**src/verilog/dmc_map.svh**
```systemverilog
/*
 * Register indices, field positions, reset values and counts for the DAC mode control registers.
 * Assumes inclusion by bare name from design files; definitions only.
 */
`ifndef DMC_MAP_SVH
`define DMC_MAP_SVH

`define DMC_IDX_FILTER_CLOCK_FORMAT 7'h09
`define DMC_IDX_FLAG_PHASE_DEEMPH 7'h0A
`define DMC_IDX_READBACK 7'h0B
`define DMC_IDX_OVERSAMPLING_GPO 7'h0C

`define DMC_WORD_RW_BIT 15
`define DMC_WORD_IDX_HI 14
`define DMC_WORD_IDX_LO 8

`define DMC_RST_FILTER_CLOCK_FORMAT 8'h00
`define DMC_RST_FLAG_PHASE_DEEMPH 8'h00
`define DMC_RST_READBACK 8'h01
`define DMC_RST_OVERSAMPLING_GPO 8'h00

`define DMC_FMT_RJ24 3'h0
`define DMC_FMT_RJ20 3'h1
`define DMC_FMT_RJ18 3'h2
`define DMC_FMT_RJ16 3'h3
`define DMC_FMT_I2S 3'h4
`define DMC_FMT_LJ 3'h5

`define DMC_ZERO_RUN_SAMPLES 1024
`define DMC_CHANNELS 6

`endif

```
**src/verilog/dmc_pkg.sv**
```systemverilog
/*
 * Types shared by the DAC mode control register logic.
 * Assumes dmc_map.svh constants; no logic of its own.
 */
`default_nettype none

package dmc_pkg;

	typedef enum logic [2:0] {
		DMC_FMT_RJ24_E = 3'b000,
		DMC_FMT_RJ20_E = 3'b001,
		DMC_FMT_RJ18_E = 3'b010,
		DMC_FMT_RJ16_E = 3'b011,
		DMC_FMT_I2S_E = 3'b100,
		DMC_FMT_LJ_E = 3'b101,
		DMC_FMT_RSV6_E = 3'b110,
		DMC_FMT_RSV7_E = 3'b111
	} dmc_format_t;

	typedef enum logic [1:0] {
		DMC_DEEMPH_44K1_E = 2'b00,
		DMC_DEEMPH_48K_E = 2'b01,
		DMC_DEEMPH_32K_E = 2'b10,
		DMC_DEEMPH_RSV_E = 2'b11
	} dmc_deemph_t;

	// control word from the serial port deframer
	typedef struct packed {
		logic read_not_write;
		logic [6:0] register_index;
		logic [7:0] data;
	} dmc_word_t;

	// settings handed to the filter, interface and modulator logic
	typedef struct packed {
		logic rolloff_select;
		dmc_format_t audio_format;
		logic [4:0] word_length;
		logic output_phase_invert;
		dmc_deemph_t deemphasis_rate;
		logic deemphasis_on;
		logic auto_increment;
		logic [6:0] register_index;
		logic [7:0] oversampling_ratio;
	} dmc_settings_t;

endpackage : dmc_pkg

`default_nettype wire
```
**src/verilog/dmc_mode_regs.sv**
```systemverilog
/*
 * Upper control registers of a six-channel audio DAC: decode of control words, readback,
 * clock output, zero flags with per-channel zero-run detection, and general-purpose outputs.
 * Assumes the serial port deframer delivers one whole 16-bit word per word_valid pulse,
 * synchronous to sys_clk; sample_strobe marks one sample period.
 */
// What this block does
// - rolloff select 0 gives sharp filter rolloff, 1 gives slow rolloff.
// - clock output runs at half the input clock rate, or a quarter rate when divide bit set.
// - clock output disable 1 holds the clock output low; 0 lets it toggle.
// - format codes 000-011 give right-justified 24, 20, 18, 16-bit words.
// - code 100 selects I2S, 101 left-justified; 110 and 111 reserved.
// - flag polarity 0 makes flags high on zero detect, 1 makes them low.
// - phase select 1 inverts the output sample stream; 0 leaves it normal.
// - de-emphasis rate 00 is 44.1 kHz, 01 48 kHz, 10 32 kHz, 11 reserved.
// - de-emphasis is on for all channels when any of three enable bits is set.
// - auto-increment bit 1 enables auto-increment reads; 0 only single reads.
// - read index, default 01h, names single read register or last auto-increment one.
// - oversampling bit picks 64x/128x at high clock ratios, 32x/64x at 128 or 192 fs.
// - gp output enable puts gp bits on the six channel flag pins instead of zero flags; the all-zero flag is unaffected.
// - in gp mode each pin drives the written gp bit level; bits reset to 0.
// - control word is read flag bit 15, index bits 14-8, data bits 7-0.
// - a channel is zero after 1024 consecutive zero sample periods.
// - the all-zero flag is the AND of all six channel zero detects, inverted when flag polarity is 1.
`include "dmc_map.svh"
`timescale 1ns/1ps
`default_nettype none

module dmc_mode_regs #(
	parameter int CHANNELS = `DMC_CHANNELS,
	parameter int ZERO_RUN = `DMC_ZERO_RUN_SAMPLES
) (
	input wire logic sys_clk,
	input wire logic rst,
	input wire logic word_valid,
	input wire dmc_pkg::dmc_word_t word_in,
	input wire logic high_clock_ratio,
	input wire logic sample_strobe,
	input wire logic [CHANNELS-1:0] channel_is_zero,
	output logic [7:0] read_data,
	output logic read_valid,
	output logic system_clock_output,
	output logic [CHANNELS-1:0] channel_zero_flag,
	output logic all_zero_flag,
	output dmc_pkg::dmc_settings_t settings
);
	import dmc_pkg::*;

	localparam int RUN_W = $clog2(ZERO_RUN + 1);

	logic [7:0] fcf_q;
	logic [7:0] fpd_q;
	logic [7:0] rbc_q;
	logic [7:0] ogp_q;
	logic [7:0] read_data_q;
	logic read_valid_q;
	logic clk_div_q;
	logic clk_out_q;
	logic [RUN_W-1:0] run_q [CHANNELS];
	logic [CHANNELS-1:0] detect_q;
	logic [CHANNELS-1:0] pin_q;
	logic all_zero_q;

	// word decode: bit 15 selects read, bits 14:8 select the register
	wire logic is_write = word_valid && !word_in.read_not_write;
	wire logic is_read = word_valid && word_in.read_not_write;
	wire logic wr_fcf = is_write && word_in.register_index == `DMC_IDX_FILTER_CLOCK_FORMAT;
	wire logic wr_fpd = is_write && word_in.register_index == `DMC_IDX_FLAG_PHASE_DEEMPH;
	wire logic wr_rbc = is_write && word_in.register_index == `DMC_IDX_READBACK;
	wire logic wr_ogp = is_write && word_in.register_index == `DMC_IDX_OVERSAMPLING_GPO;

	// field views
	wire logic rolloff_select = fcf_q[5];
	wire logic clock_out_divide = fcf_q[4];
	wire logic clock_out_disable = fcf_q[3];
	wire dmc_format_t audio_format = dmc_format_t'(fcf_q[2:0]);
	wire logic flag_polarity = fpd_q[6];
	wire logic output_phase_invert = fpd_q[5];
	wire dmc_deemph_t deemphasis_rate = dmc_deemph_t'(fpd_q[4:3]);
	wire logic [2:0] deemphasis_enable = fpd_q[2:0];
	wire logic auto_increment = rbc_q[7];
	wire logic [6:0] register_index = rbc_q[6:0];
	wire logic oversampling_select = ogp_q[7];
	wire logic gp_output_enable = ogp_q[6];
	wire logic [5:0] gp_output_bit = ogp_q[5:0];

	function automatic logic [7:0] reg_lookup(input logic [6:0] idx, input logic [7:0] a,
		input logic [7:0] b, input logic [7:0] c, input logic [7:0] d);
		logic [7:0] v;
		v = 8'h00;
		case (idx)
			`DMC_IDX_FILTER_CLOCK_FORMAT: v = a;
			`DMC_IDX_FLAG_PHASE_DEEMPH: v = b;
			`DMC_IDX_READBACK: v = c;
			`DMC_IDX_OVERSAMPLING_GPO: v = d;
			default: v = 8'h00;
		endcase
		return v;
	endfunction : reg_lookup

	// registers outside this bank (attenuation, mute, enable) read as zero here
	wire logic [7:0] read_d = reg_lookup(word_in.register_index, fcf_q, fpd_q, rbc_q, ogp_q);

	always_ff @(posedge sys_clk) begin
		if (rst) begin
			fcf_q <= `DMC_RST_FILTER_CLOCK_FORMAT;
			fpd_q <= `DMC_RST_FLAG_PHASE_DEEMPH;
			rbc_q <= `DMC_RST_READBACK;
			ogp_q <= `DMC_RST_OVERSAMPLING_GPO;
		end else begin
			// all data bits stored as written, reserved test bits included
			if (wr_fcf) fcf_q <= word_in.data;
			if (wr_fpd) fpd_q <= word_in.data;
			if (wr_rbc) rbc_q <= word_in.data;
			if (wr_ogp) ogp_q <= word_in.data;
		end
	end

	always_ff @(posedge sys_clk) begin
		if (rst) begin
			read_data_q <= 8'h00;
			read_valid_q <= 1'b0;
		end else begin
			read_valid_q <= is_read;
			if (is_read) read_data_q <= read_d;
		end
	end

	assign read_data = read_data_q;
	assign read_valid = read_valid_q;

	// word length per format; I2S and left-justified accept up to 24 bits
	function automatic logic [4:0] fmt_length(input dmc_format_t f);
		logic [4:0] n;
		n = 5'h18;
		case (f)
			DMC_FMT_RJ24_E: n = 5'h18;
			DMC_FMT_RJ20_E: n = 5'h14;
			DMC_FMT_RJ18_E: n = 5'h12;
			DMC_FMT_RJ16_E: n = 5'h10;
			DMC_FMT_I2S_E, DMC_FMT_LJ_E: n = 5'h18;
			default: n = 5'h00;
		endcase
		return n;
	endfunction : fmt_length

	wire logic [7:0] osr = high_clock_ratio ? (oversampling_select ? 8'h80 : 8'h40)
		: (oversampling_select ? 8'h40 : 8'h20);

	assign settings.rolloff_select = rolloff_select;
	assign settings.audio_format = audio_format;
	assign settings.word_length = fmt_length(audio_format);
	assign settings.output_phase_invert = output_phase_invert;
	assign settings.deemphasis_rate = deemphasis_rate;
	assign settings.deemphasis_on = |deemphasis_enable;
	assign settings.auto_increment = auto_increment;
	assign settings.register_index = register_index;
	assign settings.oversampling_ratio = osr;

	// a register cannot toggle at sys_clk itself, so full rate is sys_clk/2 and
	// half rate sys_clk/4; the ratio between the two settings is kept
	always_ff @(posedge sys_clk) begin
		if (rst) begin
			clk_div_q <= 1'b0;
			clk_out_q <= 1'b0;
		end else begin
			clk_div_q <= ~clk_div_q;
			if (clock_out_disable) clk_out_q <= 1'b0;
			else if (clock_out_divide) clk_out_q <= clk_div_q ? ~clk_out_q : clk_out_q;
			else clk_out_q <= ~clk_out_q;
		end
	end

	assign system_clock_output = clk_out_q;

	// zero-run counters saturate so a long silence keeps the flag set
	always_ff @(posedge sys_clk) begin
		if (rst) begin
			for (int c = 0; c < CHANNELS; c++) begin
				run_q[c] <= '0;
			end
			detect_q <= '0;
		end else if (sample_strobe) begin
			for (int c = 0; c < CHANNELS; c++) begin
				if (!channel_is_zero[c]) begin
					run_q[c] <= '0;
					detect_q[c] <= 1'b0;
				end else if (run_q[c] < RUN_W'(ZERO_RUN)) begin
					run_q[c] <= run_q[c] + RUN_W'(1);
					detect_q[c] <= (run_q[c] == RUN_W'(ZERO_RUN - 1));
				end
			end
		end
	end

	wire logic [CHANNELS-1:0] zero_level = flag_polarity ? ~detect_q : detect_q;
	wire logic [CHANNELS-1:0] pin_d = gp_output_enable ? gp_output_bit[CHANNELS-1:0] : zero_level;
	wire logic all_d = flag_polarity ? ~(&detect_q) : (&detect_q);

	always_ff @(posedge sys_clk) begin
		if (rst) begin
			pin_q <= '0;
			all_zero_q <= 1'b0;
		end else begin
			pin_q <= pin_d;
			all_zero_q <= all_d;
		end
	end

	assign channel_zero_flag = pin_q;
	assign all_zero_flag = all_zero_q;

	// indices outside this bank, seen by the checks on refused words
	wire logic idx_unmapped = word_in.register_index < `DMC_IDX_FILTER_CLOCK_FORMAT
		|| word_in.register_index > `DMC_IDX_OVERSAMPLING_GPO;
endmodule : dmc_mode_regs

`default_nettype wire

```
**config.mk**
```make
export PLATFORM = sky130hd
export DESIGN_NAME = dmc_mode_regs
export DESIGN_NICKNAME = d
export VERILOG_FILES = /design/src/verilog/dmc_pkg.sv /design/src/verilog/dmc_mode_regs.sv
export VERILOG_INCLUDE_DIRS = /design/src /design/src/verilog
export SDC_FILE = /design/constraint.sdc
export NUM_CORES = 1
export LEC_CHECK = 0
export BUFFER_PORTS_ARGS = -buffer_cell sky130_fd_sc_hd__buf_2
export CORE_MARGIN = 4
export CORE_UTILIZATION = 42
export CTS_BUF_LIST = sky130_fd_sc_hd__clkbuf_4 sky130_fd_sc_hd__clkbuf_8
export CTS_CLUSTER_SIZE = 14
export DETAILED_ROUTE_END_ITERATION = 8
export SYNTH_ARGS = -nofsm -noshare
export SYNTH_HDL_FRONTEND = slang
export SYNTH_SLANG_ARGS = --single-unit
```
**constraint.sdc**
```tcl
create_clock -name sys_clk -period 5.72 [get_ports sys_clk]
set_input_delay 0.572 -clock sys_clk [delete_from_list [all_inputs] [get_ports sys_clk]]
set_output_delay 0.572 -clock sys_clk [all_outputs]
set_load 0.05 [all_outputs]
```
-- Word-level counts from Yosys, hierarchy flattened
Memories as Yosys holds them, arrays and structs flattened.
Index checks and enable logic that the tools add are counted.
- flip-flop bits (word level): 56
- bits in writable memories: 66
- input bits: 27
- output and inout bits: 46
- logic and storage cells: 175
- memories kept: 1
- memory list (name ; depth ; width ; read ports ; clocked after Yosys merged registers in ; wr ports ; line ; source):
    run_q ; 6 ; 11 ; 6 ; 0 ; 6 ; dmc_mode_regs.sv:59 ; logic [RUN_W-1:0] run_q [CHANNELS];
- add/sub/neg operators: 6
- $lt $le $gt $ge: 6
- equal/unequal tests: 22
- muxes and demuxes: 90
- bitwise operators: 16
- reduce and logical (&&, ||, !) cells: 18
- operators by type and width (kind ; count):
    11-bit two-way mux ; 12
    1-bit two-way mux ; 71
    11-bit by 1-bit adder with 11-bit output, second input constant ; 6
    11-bit by 10-bit equality test with 1-bit output, second input constant ; 6
    11-bit < comparator, second input constant ; 6
    8-bit one-hot mux with 4 select lines ; 1
    7-bit by 4-bit equality test with 1-bit output, second input constant ; 4
    5-bit one-hot mux with 4 select lines ; 1
    8-bit two-way mux ; 2
    2-bit by 1-bit inequality test with 1-bit output, second input constant ; 7
    6-bit two-way mux ; 2
    1-bit OR ; 12
    2-bit AND reduction ; 6
    7-bit two-way mux ; 1
    3-bit by 2-bit equality test with 1-bit output, second input constant ; 2
    3-bit equality test, second input constant ; 2
    1-bit logical AND ; 6
    6-bit NOT ; 1
    6-bit AND reduction ; 1
    3-bit OR reduction ; 2
    3-bit by 1-bit equality test with 1-bit output, second input constant ; 1
    3-bit logical NOT ; 1
    1-bit NOT ; 3
    2-bit OR reduction ; 1
    1-bit logical NOT ; 1

-- Longest topological paths before layout
Gate-level depths: netlist of run 1.
- depth after elaboration: 7
- depth in mapped cells: 6

-- Worst setup path before layout of run 1
Ideal clock, no wire load.
- path kind: input to register
- from: input word_in[13] in the netlist's numbering
- to: register rbc_q[1]
- library setup time: 0.128 ns
- arrival: 2.091 ns
- slack: 3.501 ns
- stages on the path: 5
- buffers on the path: 1
- path through: or4b_1 -> buf_6 -> nor4_4 -> mux2i_1 -> nor2_1
- word-level cells in the longest chain between the ends: 2
- RTL lines (item ; line ; source):
    from (decl) ; dmc_mode_regs.sv:36 ; input wire dmc_pkg::dmc_word_t word_in,
    7-bit by 4-bit equality test with 1-bit output ; -- ;
    1-bit logical AND (no line) ; -- ;
    to (signal assigned) ; dmc_mode_regs.sv:108 ; rbc_q <= `DMC_RST_READBACK;
    to (signal assigned) ; dmc_mode_regs.sv:114 ; if (wr_rbc) rbc_q <= word_in.data;
    to (decl) ; dmc_mode_regs.sv:53 ; logic [7:0] rbc_q;
Every way passes these cells.
A chain may end at the register's enable or synchronous reset.

-- Worst setup path after layout of run 1
- from: input word_in[13] in the netlist's numbering
- to: register rbc_q[6]
The elaborated chain is that of the path after synthesis.

==> results of run 1 <==
[final timing paths]
path	endpoint	cells after the start
min reg2reg	clk_div_q	1
max	rbc_q[6]	5
max reg2reg	run_q[4][8]	4
min	clk_div_q	1
[placed cells by master (no fill, tap or decap), types with 6 or more instances in the layout]
master      n
a21o_1      6
a21oi_1    22
a22oi_1     7
buf_2      66
clkbuf_8   17
conb_1      6
dfxtp_1    56
edfxtp_1   66
ha_1        8
inv_1      26
mux2i_1    38
nand2_1    27
nand2b_1    6
nand3_1    24
nand3b_1    8
nand4_1    16
nor2_1    102
nor3_1     12
o21ai_0    11
o21ai_1     8
o21bai_1    6
o22a_1      7
or3_1      11
xnor2_1    29
xor2_1     17
[sequential cells by signal, summed over array words and instances, names as in the netlist]
signal,cells
rbc_q,8
read_data,8
fpd_q,8
clk_div_q,1
channel_zero_flag,6
system_clock_output,1
ogp_q,8
fcf_q,8
read_valid,1
detect_q,6
all_zero_flag,1
run_q,66
[cell families after synthesis]
logic type,Yosys count
flip-flops,122
buffers and inverters,59
XOR/XNOR,46
multiplexers,39
other,1
adder cells (fa/ha/maj),8
AO/OA/AOI/OAI,67
AND/OR/NAND/NOR,227
[critical path, cell delays in order]
cell and delay, ps:
buf_2 100, or4b_1 730, nor4_4 780, mux2i_1 270
nor2_1 60
[final cells by class]
cell class / instances / area, sq um
fillers: 1261 / 6850
flip-flops and latches: 122 / 3100
multi-input cells: 393 / 2460
repair buffers: 67 / 338
clock buffers: 21 / 264
well taps: 176 / 220
inverters: 27 / 115
clock inverters: 11 / 104
[power breakdown]
part / internal, mW / leakage (nW) / switching, mW
clock network: 0.397 / 0.193 / 0.321
registers: 0.955 / 1.18 / 0.0287
logic: 0.0350 / 1.00 / 0.0732
total: 1.39 / 2.38 / 0.423
[metal layers]
metal	share of wire, %	track usage, %	vias up
met4	1.6	5.93	0
met5	0	0	-
met3	5.4	4.32	16
met2	47	23.7	90
met1	47	19.2	1953
li1	-	-	2097
==> results, run 1 <==
- The flow ran to the end, and the final reports show no timing, DRC or antenna violations.
- The complex-gate fraction of the synthesized area is 7.01%.
- In this run, CTS created clock tree buffers numbering 17.
- The master cell of the clock root buffer is clkbuf_8.
- The number of synthesized flops with an enable pin is 66.
- Setup repair after global routing left no endpoint under its margin.
- The portion of synthesized area spent on multiplexers is 6.71%.
- For this run, the number of standard cells in the final layout without fillers is 817.
- Summed over all instances, the cell type with the most area after synthesis is edfxtp_1.
- The part of the cycle the worst path needs is 38.9%.
- The most common cell in the netlist is nor2_1.
- The longest clock path from root to sink contains 2 buffers.
- Across all hold checks on the routed design, the worst slack comes to 401 ps.
- The beginning of the worst hold path is clk_div_q.
- Timing would allow up to 0.450 GHz.
- The final weighted congestion in routability-driven placement is 0.780.
- The number of buffers inserted by port buffering is 66.
- The hold violation count in the final report is 0.
- The worst path needs 2220 ps of the cycle, external delays included.
- The via count of the first global-routing pass is 3926.
- The final routed wirelength across all metal layers is 11500 microns.
- The number of maximum-capacitance violations is 0.
- The required time at the endpoint of the critical path is 6010 ps.
- Of all nets on the critical path, the largest fanout is 9.
- The die extent in x is 126 microns.
- For this run, design rule violations remaining after detail routing come to 0.
- The standard cell area after detailed placement is 6240 sq um.
- The worst-case clock skew is 8.36 ps.
- The floorplan step defined a die boundary enclosing 15900 sq um.
- The total overflow left after global routing is 0.
- In this run, distinct cell masters in the synthesized netlist total 38.
- Counting flops and latches in the post-synthesis netlist gives 122.
- The most common flop cell mapped by yosys is edfxtp_1.
- Of the cells placed in the final design, the portion with a size suffix greater than 1 is 15.8%.
- The antenna diode count is 0.
- In this run the standard cell core region covers 13500 sq um.
- Once the floorplan was initialized, standard cells occupied 43.4% of the core.
- The first global-routing pass estimated 19200 microns of wire.
- The cell count after synthesis came out at 569.
- After detailed routing, the number of vias per cell comes to 5.09.
- After routing, the total negative slack on setup checks comes to 0 ps.
- By count the netlist is led by 102 x nor2_1, 66 x edfxtp_1, 56 x dfxtp_1, 38 x mux2i_1, 29 x xnor2_1.
- The number of antenna violations at the first check in global routing is 0.
- After clock tree synthesis, the flow added hold-fix buffers numbering 0.
- The worst min-delay path class is reg -> reg.
- The power per standard cell area is 274 nW/um^2.
- The leakage dissipation is 2.38 nW.
- For the pin with the worst max-slew slack, the measured transition is 793 ps.
- By area the synthesized netlist is led by edfxtp_1 34%, dfxtp_1 19%, nor2_1 6.6%.
- Buffers added to address setup during post-CTS repair amount to 0.
- Summing over every cut layer, the via total after detailed routing is 4156.
- The worst register-to-register path begins at run_q[4][0].
- The fraction of synthesized cell area in xor and xnor cells is 6.90%.
- The instance count after placement with tap cells included is 785.
- The first element of the critical path is word_in[13].
- The adder-cell share of the synthesized area is 1.71%.
- The sort of element at the start of the critical path is an input port.
- In the final routed layout, each cell accounts on average for 14.1 microns.
- The share of the Yosys chip area taken by registers is 53.2%.
- Once detailed placement completed, the half-perimeter wirelength came to 8260 microns.
- The clock net in this run drives a total of 122 sinks.
- By startpoint and endpoint, the worst setup path is classified as in -> reg.
- The largest net degree at the start of global routing is 52.
- The number of routed nets with antenna violations is 0.
- The clock slew seen by the registers of the worst setup and hold paths is 60 ps.
- Global routing used 14.9% of the available tracks across all layers.
- Setup slack closes at 3500 ps.
- The endpoint arrival time on the critical path is 2510 ps.
- The simple-gate share of the synthesized area is 19.5%.
- The final setup violation count is 0.
- The I/O pin total is 73.
- In this run, post-CTS repair resized a total of 0 instances.
- The final count of pins violating max slew was 0.
- Cells fill 49.1% of the core in the end.
- The main combinational cell family by area after synthesis is simple AND/OR/NAND/NOR gates.
- The endpoint type of the worst setup path is a flop.
- The overall power is 1.81 mW.
- The cell area after layout is 6610 sq um.
- Timing analysis after detailed placement gives a worst setup slack of 3060 ps.
- For the worst-skew pair, the clock arrives at the later sink with an insertion delay of 430 ps.
- From synthesis to final layout, the design area changed by 13.2%.
- The number of H-tree levels is 4.
- The detailed-routing iteration count for the pre-antenna-repair pass is 4.
- The reg-to-reg setup timing slack is 4160 ps.
- The total number of yosys warnings is 0.
- The relative slew slack is 46.7%.
- TritonCTS built the clock tree.
- The highest ir drop seen on vdd is 0.138 mV.
- The synthesized area per cell is 10.3 sq um.
- Of the post-synthesis cell area, the dominant cell type holds 33.9%.
- The floorplan row count is 42.
- The final layout contains 663 nets.
- The combined area of all synthesized cells is 5840 sq um.
- The share of async-settable or async-resettable flops after synthesis is 0%.
- The number of violations reported at the end of detailed-routing iteration 0 is 279.
- The floorplan die height is 126 microns.
Note: power is estimated with default switching activity, not from simulation.
==> run 2: changes to the inputs <==
==> constraint.sdc (replaced) <==
create_clock -name sys_clk -period 2 [get_ports sys_clk]
set_input_delay 0.2 -clock sys_clk [delete_from_list [all_inputs] [get_ports sys_clk]]
set_output_delay 0.2 -clock sys_clk [all_outputs]
set_load 0.05 [all_outputs]
==> results, run 2 (synthesized netlist as in run 1, its figures left out) <==
- The run finished with clean final reports.
- The mean routed wirelength per cell is 14.2 microns (+0.94%).
- The I/O pin total is 73 (unchanged).
- The layer with the highest usage is met2.
- The actual transition at the worst max-transition pin is 589 ps (-204 ps).
- The worst min-delay path class is in -> reg.
- The total via count in the routed design came to 4199 (+1.0%).
- The part of the cycle the worst path needs is 83.2%.
- The die extent in x is 126 microns (unchanged).
- On the critical path, the stage with the largest delay is an instance of dfxtp_1.
- The first-pass GRT wire length is 19900 microns (+3.9%).
- The half-perimeter wire length after detailed placement is 8660 microns (+4.8%).
- The residual overflow from global routing is 0 (unchanged).
- The fraction of power spent switching nets is 22.6% (-0.76 points).
- The net switching power of the design came to 1.28 mW (+200%).
- The worst-case clock skew is 9.29 ps (+0.926 ps).
- The most common cell after layout, fill and taps aside is nor2_1.
- The insertion delay of the later-clocked pin in the worst-skew pair is 430 ps (about the same).
- The final weighted congestion in routability-driven placement is 0.789 (+1.2%).
- The number of maximum-capacitance violations is 0 (unchanged).
- The cell internal power dissipation is 4.39 mW (+220%).
- STA classifies the critical path startpoint as a flop.
- The core region area is 13500 sq um (unchanged).
- The part of the total power dissipated in the clock network is 44.5% (+4.8 points).
- The combinational fraction of design power is 5.9% (about the same).
- The number of buffers added by the clock tree synthesis step was 17 (unchanged).
- The area growth from synthesis to layout is 17.9%.
- The number of routed nets with antenna violations came to 0 (unchanged).
- The fraction of final layout cells with drive strength greater than 1 is 18.4% (+2.7 points).
- The required time at the endpoint of the critical path came to 1800 ps (-4210 ps).
- Setup repair after global routing left no endpoint under its margin.
- In the layout the commonest cells are 102 x nor2_1, 66 x buf_2, 66 x edfxtp_1.
- The floorplan row count is 42 (unchanged).
- The initial core utilization is 43.4% (unchanged).
- The antenna diode count was 0 (unchanged).
- The final count of pins violating max slew is 0 (unchanged).
- The standard cell area after detailed placement was 6410 sq um (+2.7%).
- The via count of the first global-routing pass is 4104 (+4.5%).
- The met2 usage in global routing was 25.2% (+1.4 points).
- The critical path is of the reg -> out type.
- The hold violation count in the final report came to 0 (unchanged).
- The maximum single-stage delay on the critical path is 420 ps (-360 ps).
- The number of buffers inserted by port buffering came to 66 (unchanged).
- The net total in the final layout is 684 (+3.2%).
- The global-route usage over all layers was 15.6% (+0.66 points).
- The area of the multi-input gates is 2460 sq um (unchanged).
- The cell area after layout is 6880 sq um (+4.2%).
- The largest driver fanout on the critical path came to 4 (-5).
- The final sum of negative setup slack was 0 ps (unchanged).
- The relative slew slack is 60.7% (+14 points).
- The final routed wirelength across all metal layers was 11900 microns (+3.5%).
- The number of inserted filler cells in the final layout is 1261 (unchanged).
- The root buffer cell chosen for the clock tree is clkbuf_8.
- The number of flip-flops in the largest register is 66 (unchanged).
- The total clock sinks came to 122 (unchanged).
- The total area of sequential cells came to 3100 sq um (unchanged).
- The detailed-routing iteration count for the pre-antenna-repair pass is 4 (unchanged).
- The number of antenna violations at the first check in global routing came to 0 (unchanged).
- The detailed-route DRC error count is 0 (unchanged).
- The largest net degree at the start of global routing is 23 (-56%).
- The highest ir drop seen on vdd is 0.452 mV (+230%).
- The post-CTS setup repair buffer count came to 0 (unchanged).
- The area enclosed by the die boundary is 15900 sq um (unchanged).
- The register with the most flip-flops in the final layout is run_q.
- The endpoint arrival time on the critical path was 1460 ps (-1050 ps).
- The met3 global-route usage is 4.19% (-0.13 points).
- The routed design could run at a clock period as short as 1660 ps.
- The power per standard cell area is 823 nW/um^2 (+200%).
- The number of violations reported at the end of detailed-routing iteration 0 came to 258 (-7.5%).
- The final setup violation count is 0 (unchanged).
- The leakage dissipation is 2.52 nW (+6.1%).
- The proportion of power drawn by flip-flops and latches came to 49.6% (-4.8 points).
- The number of H-tree levels came to 4 (unchanged).
- TritonCTS built the clock tree.
- The floorplan die height came to 126 microns (unchanged).
- Traced cell by cell, the critical path runs through inv_1, ha_1, buf_2.
- The clock slew seen by the registers of the worst setup and hold paths was 70 ps (about the same).
- The worst hold path stage count is 3 (+2).
- The met1 capacity usage during global routing is 20.0% (+0.83 points).
- The worst reg-to-reg path cell count is 4 (unchanged).
- Timing would allow up to 0.601 GHz.
- STA classifies the critical path endpoint as an output port.
- The via density per instance is 5.01 (-1.5%).
- The buffer levels on the longest clock path is 2 (unchanged).
[run 2: final cells by class]
| cell class | instances | share of cell area (%) |
|---|---|---|
| timing repair buffer | 88 | 7.63 |
| clock inverter | 13 | 2.85 |
| inverter | 27 | 1.67 |
| tap | 176 | 3.20 |
| clock buffer | 19 | 3.80 |
| sequential | 122 | 45.1 |
| multi-input combinational | 393 | 35.8 |
[run 2: final timing paths]
check,endpoint,slack [ps],from
max,settings[6],340,ogp_q[7]
min,fpd_q[5],70,word_in[5]
max reg2reg,run_q[3][8],470,run_q[3][0]
min reg2reg,clk_div_q,410,clk_div_q
[run 2: per-stage QoR]
stage	std cells	util (%)	hold slack (ps)	worst slack (ps)	total power [mW]
after floorplan	574	-	283	153	3.08
after global placement	804	47.6	388	135	3.19
after detailed placement	804	47.6	390	98.1	3.20
after CTS	838	51.2	35.9	298	5.72
after global routing	838	51.2	48.6	222	5.90
final	838	51.2	67.9	336	5.67
[run 2: worst max-delay path: cells and delay by family (launching register included)]
family | cells | cell delay (ps)
adders and majority gates | 1 | 280
buffers and inverters | 2 | 330
DFF | 1 | 420
[run 2: timing repair]
action | 4_1_cts | 5_1_grt
setup endpoints to repair | 0 | 0
hold endpoints to repair | 1 | 0
hold buffers | 2 | 0
resized for setup | 0 | 0
[run 2: per-layer routing]
layer	vias up	share of wire, %
met5	-	0
met4	0	1.5
met3	15	4.4
met2	87	47
met1	1951	47
li1	2146	-
[run 2: power groups by stage]
stage / combinational, mW / clock [mW] / sequential, mW
after floorplan: 0.230 / 0 / 2.85
after global placement: 0.325 / 0 / 2.86
after detailed placement: 0.331 / 0 / 2.86
after CTS: 0.336 / 2.58 / 2.81
after global routing: 0.369 / 2.71 / 2.82
final: 0.332 / 2.52 / 2.81
==> run 3: changes to the inputs <==
==> constraint.sdc (replaced) <==
create_clock -name sys_clk -period 1.55 [get_ports sys_clk]
set_input_delay 0.155 -clock sys_clk [delete_from_list [all_inputs] [get_ports sys_clk]]
set_output_delay 0.155 -clock sys_clk [all_outputs]
set_load 0.05 [all_outputs]
==> results, run 3 (synthesized netlist as in run 1, its figures left out) <==
- The area enclosed by the die boundary is 15900 sq um (unchanged).
- The via density per instance is 5.06 (+0.89%).
- The critical path is of the reg -> reg type.
- The maximum single-stage delay on the critical path is 410 ps (about the same).
- The die extent in x was 126 microns (unchanged).
- The buffer levels on the longest clock path is 2 (unchanged).
- The number of inserted filler cells in the final layout is 1226 (-2.8%).
- Static timing analysis puts the maximum clock frequency at 0.665 GHz.
- The largest net degree at the start of global routing came to 40 (+74%).
- The initial core utilization is 43.4% (unchanged).
- The total clock sinks is 122 (unchanged).
- The instance count after placement with tap cells included is 811 (+0.87%).
- The endpoint arrival time on the critical path is 1810 ps (+350 ps).
- The fraction of final layout cells with drive strength greater than 1 is 22.0% (+3.6 points).
- The worst hold path stage count is 3 (unchanged).
- The final weighted congestion in routability-driven placement is 0.782 (-0.96%).
- The insertion delay of the later-clocked pin in the worst-skew pair is 450 ps (+20 ps).
- The core region area is 13500 sq um (unchanged).
- The mean routed wirelength per cell was 14.2 microns (-0.11%).
- The residual overflow from global routing is 0 (unchanged).
- The largest individual stage delay along the critical path comes from the cell edfxtp_1.
- The leakage dissipation is 2.58 nW (+2.5%).
- The net total in the final layout came to 699 (+2.2%).
- The standard cell area after detailed placement is 6470 sq um (+1.0%).
- The total area of sequential cells was 3110 sq um (+0.20%).
- The final routed wirelength across all metal layers is 12100 microns (+1.7%).
- The most common cell after layout, fill and taps aside is nor2_1.
- The signal on the critical path passes through ha_1, nand4_1, or3_1, a21oi_1.
- The capture instance of the worst register-to-register path is run_q[5][8].
- The final setup violation count was 0 (unchanged).
- The antenna diode count is 0 (unchanged).
- The CTS tree is yes.
- The I/O pin total came to 73 (unchanged).
- The number of buffers inserted by port buffering was 66 (unchanged).
- The worst setup path is launched from a flop.
- The flow ran to the end, and the final reports show no timing, DRC or antenna violations.
- The floorplan die height is 126 microns (unchanged).
- The worst hold path terminates at fcf_q[1].
- The number of flip-flops in the largest register came to 66 (unchanged).
- The final count of pins violating max slew is 0 (unchanged).
- The detailed-route DRC error count came to 0 (unchanged).
- The highest ir drop seen on vdd is 0.541 mV (+20%).
- The number of maximum-capacitance violations is 0 (unchanged).
- In the finished design, the share of the clock period the worst path needs comes to 97.0%.
- The number of H-tree levels is 4 (unchanged).
- The power per standard cell area is 1010 nW/um^2 (+23%).
- The floorplan row count is 42 (unchanged).
- The half-perimeter wire length after detailed placement is 8710 microns (+0.56%).
- The via count of the first global-routing pass is 4121 (+0.41%).
- The worst min-delay path class is in -> reg.
- The hold violation count in the final report is 0 (unchanged).
- The total via count in the routed design came to 4312 (+2.7%).
- The reg-to-reg setup timing slack is 50 ps (-420 ps).
- The worst register-to-register path begins at run_q[5][0].
- The final standard cell count with taps included and fillers excluded is 853 (+1.8%).
- Setup repair after global routing could not meet its margin everywhere.
- The worst hold margin was 23.1 ps (-44.8 ps).
- The worst reg-to-reg path cell count came to 4 (unchanged).
- The worst-case clock skew is 14.4 ps (+5.10 ps).
- The first element of the critical path is run_q[5][0].
- The worst setup path is captured at a flop.
- Counting I/O delays and the setup requirement, the final critical path takes 1500 ps.
- More flip-flops sit in one register than any other, and that register is run_q.
- The tree is rooted in a clkbuf_8.
- The required time at the endpoint of the critical path is 1860 ps (+60 ps).
- The largest driver fanout on the critical path is 4 (unchanged).
- The number of buffers added by the clock tree synthesis step is 17 (unchanged).
- The global-route usage over all layers is 15.6% (about the same).
- In the layout the commonest cells are 102 x nor2_1, 66 x edfxtp_1, 61 x buf_2.
- The first-pass GRT wire length is 20000 microns (+0.21%).
- The worst hold path begins at word_in[1].
- The area growth from synthesis to final layout is 20.6%.
- The cell area after layout is 7040 sq um (+2.3%).
- The overall power is 7.11 mW (+25%).
- The clock slew seen by the registers of the worst setup and hold paths is 80 ps (about the same).
- The number of routed nets with antenna violations is 0 (unchanged).
- The area of the multi-input gates is 2510 sq um (+1.8%).
- The number of violations reported at the end of detailed-routing iteration 0 came to 310 (+20%).
- The number of antenna violations at the first check in global routing is 0 (unchanged).
- The detailed-routing iteration count for the pre-antenna-repair pass was 5 (+1).
[run 3: changes by cell type in the layout (fill, tap and decap cells not counted), sizes merged]
cell / before / now
inv: 27 / 31
dlygate4sd3: 2 / 6
bufinv: 6 / 4
clkbuf: 19 / 18
buf: 86 / 96
[run 3: worst max-delay path: cells and delay by family, from the launching register on]
family                   cells  cell delay, ps
AND/OR/NAND/NOR              2             590
adder cells (fa/ha/maj)      1             230
AO/OA/AOI/OAI                1             150
flip-flops                   1             410
[run 3: worst max path at each step]
stage / end / slack [ps] / cells after the start
after detailed placement: fpd_q[1] / -230 / 6
final: run_q[5][8] / 50 / 4
after global placement: rbc_q[7] / -200 / 6
after floorplan: rbc_q[1] / -240 / 5
after global routing: run_q[5][8] / -20 / 4
after CTS: run_q[1][8] / 20 / 4
[run 3: area by class of cell]
type / instances / share of cell area (%)
Inverter: 27 / 1.63
Multi-Input combinational cell: 393 / 35.6
Sequential cell: 122 / 44.2
Clock buffer: 17 / 3.32
Timing Repair Buffer: 103 / 9.44
Tap cell: 176 / 3.13
Clock inverter: 15 / 2.70
[run 3: what timing repair did]
action / in CTS / in global routing
hold buffers: 6 / 0
setup buffers: 0 / 4
setup endpoints to repair: 5 / 30
pin swaps: 0 / 6
endpoints found under the hold margin: 10 / 0
gates resized for setup: 8 / 11
[run 3: per-layer routing]
layer	vias to the layer above	GRT usage, %	routed length, microns
met3	21	4.40	606
met2	91	25.2	5800
met4	0	6.44	240
met5	-	0	0
li1	2177	-	-
met1	2023	19.6	5470
[run 3: stage by stage]
stage          utilization [%]  worst slack (ps)  TNS (ps)
2_1_floorplan                -              -235     -6310
3_3_place_gp              48.1              -195     -5420
3_5_place_dp              48.1              -225     -6400
4_1_cts                   51.9              19.1         0
5_1_grt                   52.3             -19.8     -30.3
6_report                  52.3              47.2         0
[run 3: where the power goes]
part,switching (mW),leakage [nW],internal (mW)
clock,1.40,0.212,1.62
combinational,0.286,1.19,0.182
sequential,0.103,1.18,3.52
